### src/verilog/sfpe_defs.svh
// constants of the serial flash command sequencer
// assumes: included by the sequencer only
`ifndef SFPE_DEFS_SVH
`define SFPE_DEFS_SVH
`define SFPE_CMD_WREN 8'h06
`define SFPE_CMD_WRDI 8'h04
`define SFPE_CMD_RDSR 8'h05
`define SFPE_CMD_DREAD 8'h3B
`define SFPE_CMD_PROG 8'h02
`define SFPE_CMD_SE 8'h20
`define SFPE_CMD_BE 8'hD8
`define SFPE_CMD_CE1 8'hC7
`define SFPE_CMD_CE2 8'h60
`define SFPE_ADDR_LAST 5'h17
`define SFPE_BYTE_LAST 5'h07
`define SFPE_BLK_MSB 19
`define SFPE_BLK_LSB 16
`define SFPE_BLK_CNT 6'h10
`define SFPE_BP_ALL 3'h5
`define SFPE_KIND_SECTOR 2'h0
`define SFPE_KIND_BLOCK 2'h1
`define SFPE_KIND_CHIP 2'h2
`define SFPE_CLK_MHZ 125
`define SFPE_PROG_TIME_US 1000
`define SFPE_SECTOR_ERASE_TIME_US 100000
`define SFPE_BLOCK_ERASE_TIME_US 1000000
`define SFPE_CHIP_ERASE_TIME_US 10000000
`endif

### src/verilog/sfpe_pkg.sv
// types of the serial flash command sequencer
// assumes: nothing beyond the constants header
package sfpe_pkg;
  typedef enum logic [2:0] {
    ST_CMD = 3'h0,
    ST_ADDR = 3'h1,
    ST_DUMMY = 3'h3,
    ST_DREAD = 3'h2,
    ST_PDATA = 3'h6,
    ST_TAIL = 3'h7,
    ST_STATUS = 3'h5,
    ST_IGNORE = 3'h4
  } sfpe_state_t;
  typedef enum logic [2:0] {
    OP_NONE = 3'h0,
    OP_WREN = 3'h1,
    OP_WRDI = 3'h2,
    OP_PROG = 3'h3,
    OP_SE = 3'h4,
    OP_BE = 3'h5,
    OP_CE = 3'h6
  } sfpe_op_t;
endpackage : sfpe_pkg

### src/verilog/sfpe_seq.sv
// serial flash command sequencer: dual read, page program, erase
// assumes: host SPI pins are asynchronous and sampled here; the array
// answers a read address with data one SYS_CLK_I cycle later
// Notes on behaviour
// - dual read drives both output pins
// - eight dummy clocks after address, input ignored
// - even bits on io, odd on output
// - bits in on rise, out on fall
// - write enable sets the latch
// - program needs latch, address, one data byte
// - program refused while latch is clear
// - program data wraps inside the page
// - partial program leaves other bytes alone
// - program runs only on byte boundary
// - busy set during self-timed cycle
// - status read works while busy
// - latch cleared when a cycle finishes
// - program refused on protected page
// - sector erase sets 4K to ones
// - block erase sets 64K to ones
// - erase runs only on byte boundary
// - erase refused on protected area
// - two codes mean chip erase
// - chip erase needs select after eighth bit
// - chip erase refused if any protection
`include "sfpe_defs.svh"
module sfpe_seq
  import sfpe_pkg::*;
#(
  parameter int PROG_CYCLES = `SFPE_PROG_TIME_US * `SFPE_CLK_MHZ,
  parameter int SE_CYCLES = `SFPE_SECTOR_ERASE_TIME_US * `SFPE_CLK_MHZ,
  parameter int BE_CYCLES = `SFPE_BLOCK_ERASE_TIME_US * `SFPE_CLK_MHZ,
  parameter int CE_CYCLES = `SFPE_CHIP_ERASE_TIME_US * `SFPE_CLK_MHZ
)
(
  input wire logic SYS_CLK_I, // system clock
  input wire logic RESET_I, // synchronous reset
  input wire logic CE_I, // clock enable
  input wire logic CS_N_I, // chip select pin
  input wire logic SCK_I, // serial clock pin
  input wire logic SERIAL_IO_PIN_I, // io pin level
  output logic SERIAL_IO_PIN_O, // io pin drive
  output logic SERIAL_IO_PIN_OE_O, // io pin enable
  output logic SDO_O, // output pin drive
  output logic SDO_OE_O, // output pin enable
  input wire logic [2:0] BLOCK_PROTECT_BITS_I, // protection size
  input wire logic TOP_BOTTOM_SELECT_I, // protect from bottom
  output logic BUSY_O, // cycle running
  output logic WRITE_ENABLE_LATCH_O, // write permission
  output logic [23:0] MEM_RADDR_O, // array read address
  input wire logic [7:0] MEM_RDATA_I, // array read data
  output logic MEM_WE_O, // array program strobe
  output logic [23:0] MEM_WADDR_O, // array program address
  output logic [7:0] MEM_WDATA_O, // array program data
  output logic ERASE_REQ_O, // erase strobe
  output logic [1:0] ERASE_KIND_O, // sector, block or chip
  output logic [23:0] ERASE_ADDR_O // erase address
);

  function automatic logic is_prot(input logic [23:0] a,
                                   input logic [2:0] bp,
                                   input logic tb);
    logic [5:0] n;
    logic [5:0] b;
    n = (bp == 3'h0) ? 6'h00 :
        (bp >= `SFPE_BP_ALL) ? `SFPE_BLK_CNT :
        6'(6'h01 << (bp - 3'h1));
    b = {2'h0, a[`SFPE_BLK_MSB:`SFPE_BLK_LSB]};
    is_prot = tb ? (b < n) : ((b + n) >= `SFPE_BLK_CNT);
  endfunction : is_prot

  //////////////////////////////////////////////////////////////////////
  // pin synchronisers
  logic cs_s1, cs_s2, cs_s3, sck_s1, sck_s2, sck_s3, io_s1, io_s2;
  always_ff @(posedge SYS_CLK_I)
  begin
    if (RESET_I)
    begin
      {cs_s1, cs_s2, cs_s3} <= 3'h7;
      {sck_s1, sck_s2, sck_s3, io_s1, io_s2} <= 5'h00;
    end
    else if (CE_I)
    begin
      {cs_s1, cs_s2, cs_s3} <= {CS_N_I, cs_s1, cs_s2};
      {sck_s1, sck_s2, sck_s3} <= {SCK_I, sck_s1, sck_s2};
      {io_s1, io_s2} <= {SERIAL_IO_PIN_I, io_s1};
    end
  end
  logic sck_rise, sck_fall, cs_rise;
  assign sck_rise = sck_s2 & ~sck_s3;
  assign sck_fall = ~sck_s2 & sck_s3;
  assign cs_rise = cs_s2 & ~cs_s3;

  //////////////////////////////////////////////////////////////////////
  // command front end
  sfpe_state_t state_reg, state_next;
  sfpe_op_t op_reg, op_next, launch;
  logic [7:0] cmd_reg, cmd_next, sh_reg, sh_next, in_byte, obyte_reg;
  logic [7:0] obyte_next, byte_v, pidx_reg, pidx_next, pb_idx;
  logic [23:0] addr_reg, addr_next, addr_full;
  logic [4:0] bit_cnt_reg, bit_cnt_next;
  logic [2:0] out_cnt_reg, out_cnt_next;
  logic got_reg, got_next, pb_we, pb_clr;
  logic sio_reg, sio_next, sio_oe_reg, sio_oe_next;
  logic sdo_reg, sdo_next, sdo_oe_reg, sdo_oe_next;
  logic busy_reg, wel_reg;
  logic [7:0] pb_data [256];
  logic [255:0] pb_vld;

  assign in_byte = {sh_reg[6:0], io_s2};
  assign addr_full = {addr_reg[22:0], io_s2};

  always_comb
  begin
    state_next = state_reg;
    op_next = op_reg;
    cmd_next = cmd_reg;
    sh_next = sh_reg;
    addr_next = addr_reg;
    bit_cnt_next = bit_cnt_reg;
    out_cnt_next = out_cnt_reg;
    obyte_next = obyte_reg;
    pidx_next = pidx_reg;
    got_next = got_reg;
    sio_next = sio_reg;
    sio_oe_next = sio_oe_reg;
    sdo_next = sdo_reg;
    sdo_oe_next = sdo_oe_reg;
    launch = OP_NONE;
    pb_we = 1'b0;
    pb_clr = 1'b0;
    pb_idx = addr_reg[7:0] + pidx_reg;
    byte_v = obyte_reg;
    if (cs_s2)
    begin
      state_next = ST_CMD;
      bit_cnt_next = 5'h00;
      sio_oe_next = 1'b0;
      sdo_oe_next = 1'b0;
      if (cs_rise && state_reg == ST_TAIL)
        launch = op_reg;
      else if (cs_rise && state_reg == ST_PDATA && got_reg &&
               bit_cnt_reg == 5'h00)
        launch = OP_PROG;
    end
    else if (sck_fall &&
             (state_reg == ST_DREAD || state_reg == ST_STATUS))
    begin
      out_cnt_next = out_cnt_reg + 3'h1;
      if (state_reg == ST_DREAD)
      begin
        if (out_cnt_reg[1:0] == 2'h0)
        begin
          byte_v = MEM_RDATA_I;
          addr_next = addr_reg + 24'h000001;
        end
        sio_next = byte_v[6];
        obyte_next = byte_v << 2;
        sio_oe_next = 1'b1;
      end
      else
      begin
        if (out_cnt_reg == 3'h0)
          byte_v = {2'h0, TOP_BOTTOM_SELECT_I, BLOCK_PROTECT_BITS_I,
                    wel_reg, busy_reg};
        obyte_next = byte_v << 1;
      end
      sdo_next = byte_v[7];
      sdo_oe_next = 1'b1;
    end
    else if (sck_rise)
    begin
      sh_next = in_byte;
      bit_cnt_next = bit_cnt_reg + 5'h01;
      case (state_reg)
        ST_CMD:
        begin
          if (bit_cnt_reg == `SFPE_BYTE_LAST)
          begin
            cmd_next = in_byte;
            bit_cnt_next = 5'h00;
            out_cnt_next = 3'h0;
            op_next = OP_NONE;
            state_next = ST_IGNORE;
            if (busy_reg && in_byte != `SFPE_CMD_RDSR)
              state_next = ST_IGNORE;
            else if (in_byte == `SFPE_CMD_RDSR)
              state_next = ST_STATUS;
            else if (in_byte == `SFPE_CMD_DREAD)
              state_next = ST_ADDR;
            else if (in_byte == `SFPE_CMD_WREN)
            begin
              state_next = ST_TAIL;
              op_next = OP_WREN;
            end
            else if (in_byte == `SFPE_CMD_WRDI)
            begin
              state_next = ST_TAIL;
              op_next = OP_WRDI;
            end
            else if (wel_reg && (in_byte == `SFPE_CMD_PROG ||
                     in_byte == `SFPE_CMD_SE || in_byte == `SFPE_CMD_BE))
            begin
              state_next = ST_ADDR;
              op_next = (in_byte == `SFPE_CMD_PROG) ? OP_PROG :
                        (in_byte == `SFPE_CMD_SE) ? OP_SE : OP_BE;
            end
            else if (wel_reg && BLOCK_PROTECT_BITS_I == 3'h0 &&
                     (in_byte == `SFPE_CMD_CE1 ||
                      in_byte == `SFPE_CMD_CE2))
            begin
              state_next = ST_TAIL;
              op_next = OP_CE;
            end
          end
        end
        ST_ADDR:
        begin
          addr_next = addr_full;
          if (bit_cnt_reg == `SFPE_ADDR_LAST)
          begin
            bit_cnt_next = 5'h00;
            if (cmd_reg == `SFPE_CMD_DREAD)
              state_next = ST_DUMMY;
            else if (is_prot(addr_full, BLOCK_PROTECT_BITS_I,
                             TOP_BOTTOM_SELECT_I))
              state_next = ST_IGNORE;
            else if (op_reg == OP_PROG)
            begin
              state_next = ST_PDATA;
              pb_clr = 1'b1;
              pidx_next = 8'h00;
              got_next = 1'b0;
            end
            else
              state_next = ST_TAIL;
          end
        end
        ST_DUMMY:
          if (bit_cnt_reg == `SFPE_BYTE_LAST)
          begin
            state_next = ST_DREAD;
            out_cnt_next = 3'h0;
          end
        ST_PDATA:
          if (bit_cnt_reg == `SFPE_BYTE_LAST)
          begin
            pb_we = 1'b1;
            pidx_next = pidx_reg + 8'h01;
            got_next = 1'b1;
            bit_cnt_next = 5'h00;
          end
        ST_TAIL: state_next = ST_IGNORE;
        default: ;
      endcase
    end
  end

  always_ff @(posedge SYS_CLK_I)
  begin
    if (RESET_I)
    begin
      state_reg <= ST_CMD;
      op_reg <= OP_NONE;
      cmd_reg <= 8'h00;
      sh_reg <= 8'h00;
      addr_reg <= 24'h000000;
      bit_cnt_reg <= 5'h00;
      out_cnt_reg <= 3'h0;
      obyte_reg <= 8'h00;
      pidx_reg <= 8'h00;
      got_reg <= 1'b0;
      {sio_reg, sio_oe_reg, sdo_reg, sdo_oe_reg} <= 4'h0;
    end
    else if (CE_I)
    begin
      state_reg <= state_next;
      op_reg <= op_next;
      cmd_reg <= cmd_next;
      sh_reg <= sh_next;
      addr_reg <= addr_next;
      bit_cnt_reg <= bit_cnt_next;
      out_cnt_reg <= out_cnt_next;
      obyte_reg <= obyte_next;
      pidx_reg <= pidx_next;
      got_reg <= got_next;
      {sio_reg, sio_oe_reg, sdo_reg, sdo_oe_reg} <=
        {sio_next, sio_oe_next, sdo_next, sdo_oe_next};
    end
  end

  //////////////////////////////////////////////////////////////////////
  // page buffer: only bytes received are marked for programming
  always_ff @(posedge SYS_CLK_I)
  begin
    if (RESET_I)
      pb_vld <= '0;
    else if (CE_I)
    begin
      if (pb_clr)
        pb_vld <= '0;
      if (pb_we)
      begin
        pb_data[pb_idx] <= in_byte;
        pb_vld[pb_idx] <= 1'b1;
      end
    end
  end

  //////////////////////////////////////////////////////////////////////
  // self-timed program and erase engine
  logic busy_next, wel_next, run_reg, run_next;
  logic [8:0] pw_reg, pw_next;
  logic [31:0] tmr_reg, tmr_next;
  logic we_reg, we_next, er_reg, er_next;
  logic [1:0] kind_reg, kind_next;
  logic [23:0] eaddr_reg, eaddr_next, waddr_reg, waddr_next;
  logic [7:0] wdata_reg, wdata_next;

  always_comb
  begin
    busy_next = busy_reg;
    wel_next = wel_reg;
    run_next = run_reg;
    pw_next = pw_reg;
    tmr_next = tmr_reg;
    we_next = 1'b0;
    er_next = 1'b0;
    kind_next = kind_reg;
    eaddr_next = eaddr_reg;
    waddr_next = waddr_reg;
    wdata_next = wdata_reg;
    case (launch)
      OP_WREN: wel_next = 1'b1;
      OP_WRDI: wel_next = 1'b0;
      OP_PROG:
      begin
        busy_next = 1'b1;
        run_next = 1'b1;
        pw_next = 9'h000;
        tmr_next = 32'(PROG_CYCLES);
      end
      OP_SE, OP_BE, OP_CE:
      begin
        busy_next = 1'b1;
        er_next = 1'b1;
        eaddr_next = addr_reg;
        kind_next = (launch == OP_SE) ? `SFPE_KIND_SECTOR :
                    (launch == OP_BE) ? `SFPE_KIND_BLOCK : `SFPE_KIND_CHIP;
        tmr_next = (launch == OP_SE) ? 32'(SE_CYCLES) :
                   (launch == OP_BE) ? 32'(BE_CYCLES) : 32'(CE_CYCLES);
      end
      default:
        if (busy_reg)
        begin
          if (run_reg)
          begin
            if (pw_reg[8])
              run_next = 1'b0;
            else
            begin
              we_next = pb_vld[pw_reg[7:0]];
              waddr_next = {addr_reg[23:8], pw_reg[7:0]};
              wdata_next = pb_data[pw_reg[7:0]];
              pw_next = pw_reg + 9'h001;
            end
          end
          if (tmr_reg != 32'h00000000)
            tmr_next = tmr_reg - 32'h00000001;
          else if (!run_reg)
          begin
            busy_next = 1'b0;
            wel_next = 1'b0;
          end
        end
    endcase
  end

  always_ff @(posedge SYS_CLK_I)
  begin
    if (RESET_I)
    begin
      {busy_reg, wel_reg, run_reg, we_reg, er_reg} <= 5'h00;
      pw_reg <= 9'h000;
      tmr_reg <= 32'h00000000;
      kind_reg <= 2'h0;
      eaddr_reg <= 24'h000000;
      waddr_reg <= 24'h000000;
      wdata_reg <= 8'h00;
    end
    else if (CE_I)
    begin
      {busy_reg, wel_reg, run_reg, we_reg, er_reg} <=
        {busy_next, wel_next, run_next, we_next, er_next};
      pw_reg <= pw_next;
      tmr_reg <= tmr_next;
      kind_reg <= kind_next;
      eaddr_reg <= eaddr_next;
      waddr_reg <= waddr_next;
      wdata_reg <= wdata_next;
    end
  end

  assign SERIAL_IO_PIN_O = sio_reg;
  assign SERIAL_IO_PIN_OE_O = sio_oe_reg;
  assign SDO_O = sdo_reg;
  assign SDO_OE_O = sdo_oe_reg;
  assign BUSY_O = busy_reg;
  assign WRITE_ENABLE_LATCH_O = wel_reg;
  assign MEM_RADDR_O = addr_reg;
  assign MEM_WE_O = we_reg;
  assign MEM_WADDR_O = waddr_reg;
  assign MEM_WDATA_O = wdata_reg;
  assign ERASE_REQ_O = er_reg;
  assign ERASE_KIND_O = kind_reg;
  assign ERASE_ADDR_O = eaddr_reg;
endmodule : sfpe_seq

### config.mk
export PLATFORM = sky130hd
export DESIGN_NAME = sfpe_seq
export DESIGN_NICKNAME = d
export VERILOG_FILES = /design/src/verilog/sfpe_pkg.sv /design/src/verilog/sfpe_seq.sv
export VERILOG_INCLUDE_DIRS = /design/src /design/src/verilog
export SDC_FILE = /design/constraint.sdc
export NUM_CORES = 2
export LEC_CHECK = 0
export ABC_AREA = 1
export BUFFER_PORTS_ARGS = -buffer_cell sky130_fd_sc_hd__clkbuf_2
export CELL_PAD_IN_SITES_DETAIL_PLACEMENT = 0
export CELL_PAD_IN_SITES_GLOBAL_PLACEMENT = 1
export CORE_AREA = 2 2 439 441
export CTS_BUF_LIST = sky130_fd_sc_hd__clkbuf_8 sky130_fd_sc_hd__clkbuf_16
export DETAILED_ROUTE_END_ITERATION = 10
export DIE_AREA = 0 0 441 443
export PLACE_DENSITY_LB_ADDON = 0.1
export SLEW_MARGIN = 25
export SYNTH_ARGS = -nofsm -noshare
export SYNTH_HDL_FRONTEND = slang
export SYNTH_SLANG_ARGS = --single-unit
### constraint.sdc
create_clock -name SYS_CLK_I -period 16.15 [get_ports SYS_CLK_I]
set_input_delay 2.4225 -clock SYS_CLK_I [delete_from_list [all_inputs] [get_ports SYS_CLK_I]]
set_output_delay 2.4225 -clock SYS_CLK_I [all_outputs]
set_load 0.05 [all_outputs]
==> reports/qor.txt <==
Hold Path Class -> register to register
Max clock buf depth -> 4
CTS H-tree lvls -> 5
RSZ-0062 raised after global routing -> false
TritonCTS clock tree -> yes
Slowest cell on the critical path -> buf_4
Synth warn -> 0
Drt first pass iters -> 6
Maximum VDD drop -> 103.9 µV
Critical path class -> input port to register
Setup violations, final -> 0
Die area -> 195400 µm²
Fill cells -> 15826
Top cell by count, worst path -> inv_1
IO buf count -> 107
Gate Count Post-Synth -> 9973
Relative slew slack -> 27.02%
Starting DRC count in detailed routing -> 8712
Post-DP HPWL -> 172400 µm
Max Cap Viol -> 0
Gr usage total -> 30.95%
PostCTS Resize Cnt -> 0
PwrDens -> 113.7 nW/µm²
First-pass GRT wire length -> 454200 µm
Leak -> 41.92 nW
Critical Path AT -> 6.47 ns
Worst Setup Start Kind -> input port
Min Tclk post-route -> 5.641 ns
Vias in the first global route -> 71973
Die X-Extent -> 441 µm
Final net count -> 9804
Clock root buffer -> clkbuf_16
Via/cell ratio -> 6.002
# rows -> 161
Worst skew pair latency -> 0.94 ns
Largest area contributor in the netlist -> edfxtp_1
Syn Area/Cell -> 10.47 µm²
Cell Area, Synth -> 104500 µm²
Drt total wl -> 305500 µm
Routed len/inst -> 24.47 µm
Worst Path Max Fanout -> 79
TritonCTS Buffers -> 276
Max reg flops -> 2048
Via count -> 74930
CP Capture Type -> register
Most common cell after layout, fill and taps aside -> edfxtp_1
Routability Congestion -> 0.8658
Area Overhead vs Synth -> 9.808%
Seq/Total Area, Yosys -> 67.33%
Final ANT Viol Nets -> 0
Area fraction of the dominant cell type after synthesis -> 58.88%
I/O pin cnt -> 108
DP Worst Slack -> 9.662 ns
Worst endpoint required time -> 16.98 ns
Worst-path cell chain -> clkbuf_2, nor2_1, inv_1, nor2_1, inv_1, ha_1, inv_1, nand2_1, o21ai_0, a21oi_1, and2_1, nand3_4, buf_4, buf_16, buf_4, nand3_1, o21ai_0
Final hold violation count -> 0
Hold slack -> 0.4632 ns
Starting Density -> 54.64%
Worst setup margin -> 10.51 ns
Max Slew Vio Count -> 0
Initial antenna violation count -> 9
Clock sink total -> 2489
Chip height -> 443 µm
Number of synthesized flops with an enable pin -> 2048
Core area -> 191200 µm²
Flops & latches, synth -> 2489
Layout cells sized above 1 -> 7.535%
Synth top area cells -> edfxtp_1, dfxtp_1, o21ai_0, nand2_1, nand3_1
Async set or reset register ratio after synthesis -> 0%
Synth Flop Type -> edfxtp_1
Commonest cells after routing, fill and taps aside -> edfxtp_1, nand2_1, nor2_1
Clk slew on worst S/H paths -> 0.06 ns
Synthesized Nets -> 10013
Setup TNS -> 0 ns
# hold bufs at CTS -> 0
Netlist cell types -> 52
Final period util -> 34.93%
Fmax -> 0.1773 GHz
Grt total ovfl -> 0
Critical path's largest stage delay -> 0.73 ns
Largest net degree at the start of global routing -> 224
Post-CTS Repair Setup Buffers -> 0
Worst-Margin Slew -> 1.095 ns
Residual DRC -> 0
Status -> finished, final reports clean
Post-Route Skew -> 0.04855 ns
[cells in the mapped netlist (56+ instances only)]
master and n:
a21oi_1 233, buf_1 89, buf_2 210, buf_4 56, clkbuf_1 337, dfxtp_1 441
edfxtp_1 2048, inv_1 496, nand2_1 1529, nand3_1 1090, nor2_1 1438, o211ai_1 62
o21ai_0 1188, o21ai_1 139, o22ai_1 273, or2_2 65
[layer usage]
| layer | global-route usage (%) | wire length [µm] |
|---|---|---|
| met5 | 0 | 32 |
| met4 | 10.89 | 10160 |
| met3 | 5.173 | 25390 |
| met2 | 48.70 | 142600 |
| met1 | 43.62 | 127300 |
[kinds of logic after synthesis]
group | share of synthesized area, %
adders and majority gates | 0.2707
xor gates and xnor gates | 0.4109
buffers and inverters | 5.090
muxes | 0.009583
AOI/OAI and AO/OA | 9.932
DFF | 67.33
and+or+nand+nor | 16.96
[critical path: cells and delay by family]
family,cells,cell delay (ns)
simple gates,6,1.24
fa+ha+maj,1,0.30
buf+inv,7,1.95
compound gates,3,0.42
[power by group]
group | internal (mW) | leakage (nW) | switching, mW
Combinational | 0.00896 | 14.1 | 0.0682
Clock | 3.61 | 4.48 | 2.47
Sequential | 6.88 | 23.4 | 0.00916
Total | 10.5 | 41.9 | 2.54
[final timing paths]
kind              depth (start not counted)                    start        endpoint  slack (ns)
hold reg to reg                           2               cmd_reg[6]      cmd_reg[6]        0.46
hold / removal                            2               cmd_reg[6]      cmd_reg[6]        0.46
setup reg to reg                         14                pw_reg[0]  MEM_WDATA_O[6]       11.04
setup / recovery                         17  BLOCK_PROTECT_BITS_I[0]      pb_vld[96]       10.51
[stage by stage]
| stage | power [mW] | instances | utilization [%] | area (µm²) |
|---|---|---|---|---|
| 2_1_floorplan | 7.068 | 9973 | - | 104500 |
| 3_3_place_gp | 7.104 | 12009 | 55.41 | 105900 |
| 3_5_place_dp | 7.103 | 12010 | 55.43 | 106000 |
| 4_1_cts | 13.11 | 12477 | 59.96 | 114600 |
| 5_1_grt | 13.37 | 12480 | 59.99 | 114700 |
| 6_report | 13.04 | 12484 | 60.00 | 114700 |
[area by class of cell]
class / instances / area (µm²) / area share [%]
inverters: 511 / 1954 / 1.704
multi-input cells: 6252 / 28890 / 25.19
repair buffers: 234 / 1643 / 1.432
flip-flops and latches: 2489 / 70380 / 61.36
diodes: 5 / 12.51 / 0.01091
clock inverters: 169 / 1350 / 1.177
clock buffers: 298 / 7311 / 6.374
well taps: 2526 / 3161 / 2.756
Power figures use the tool's default switching activity.
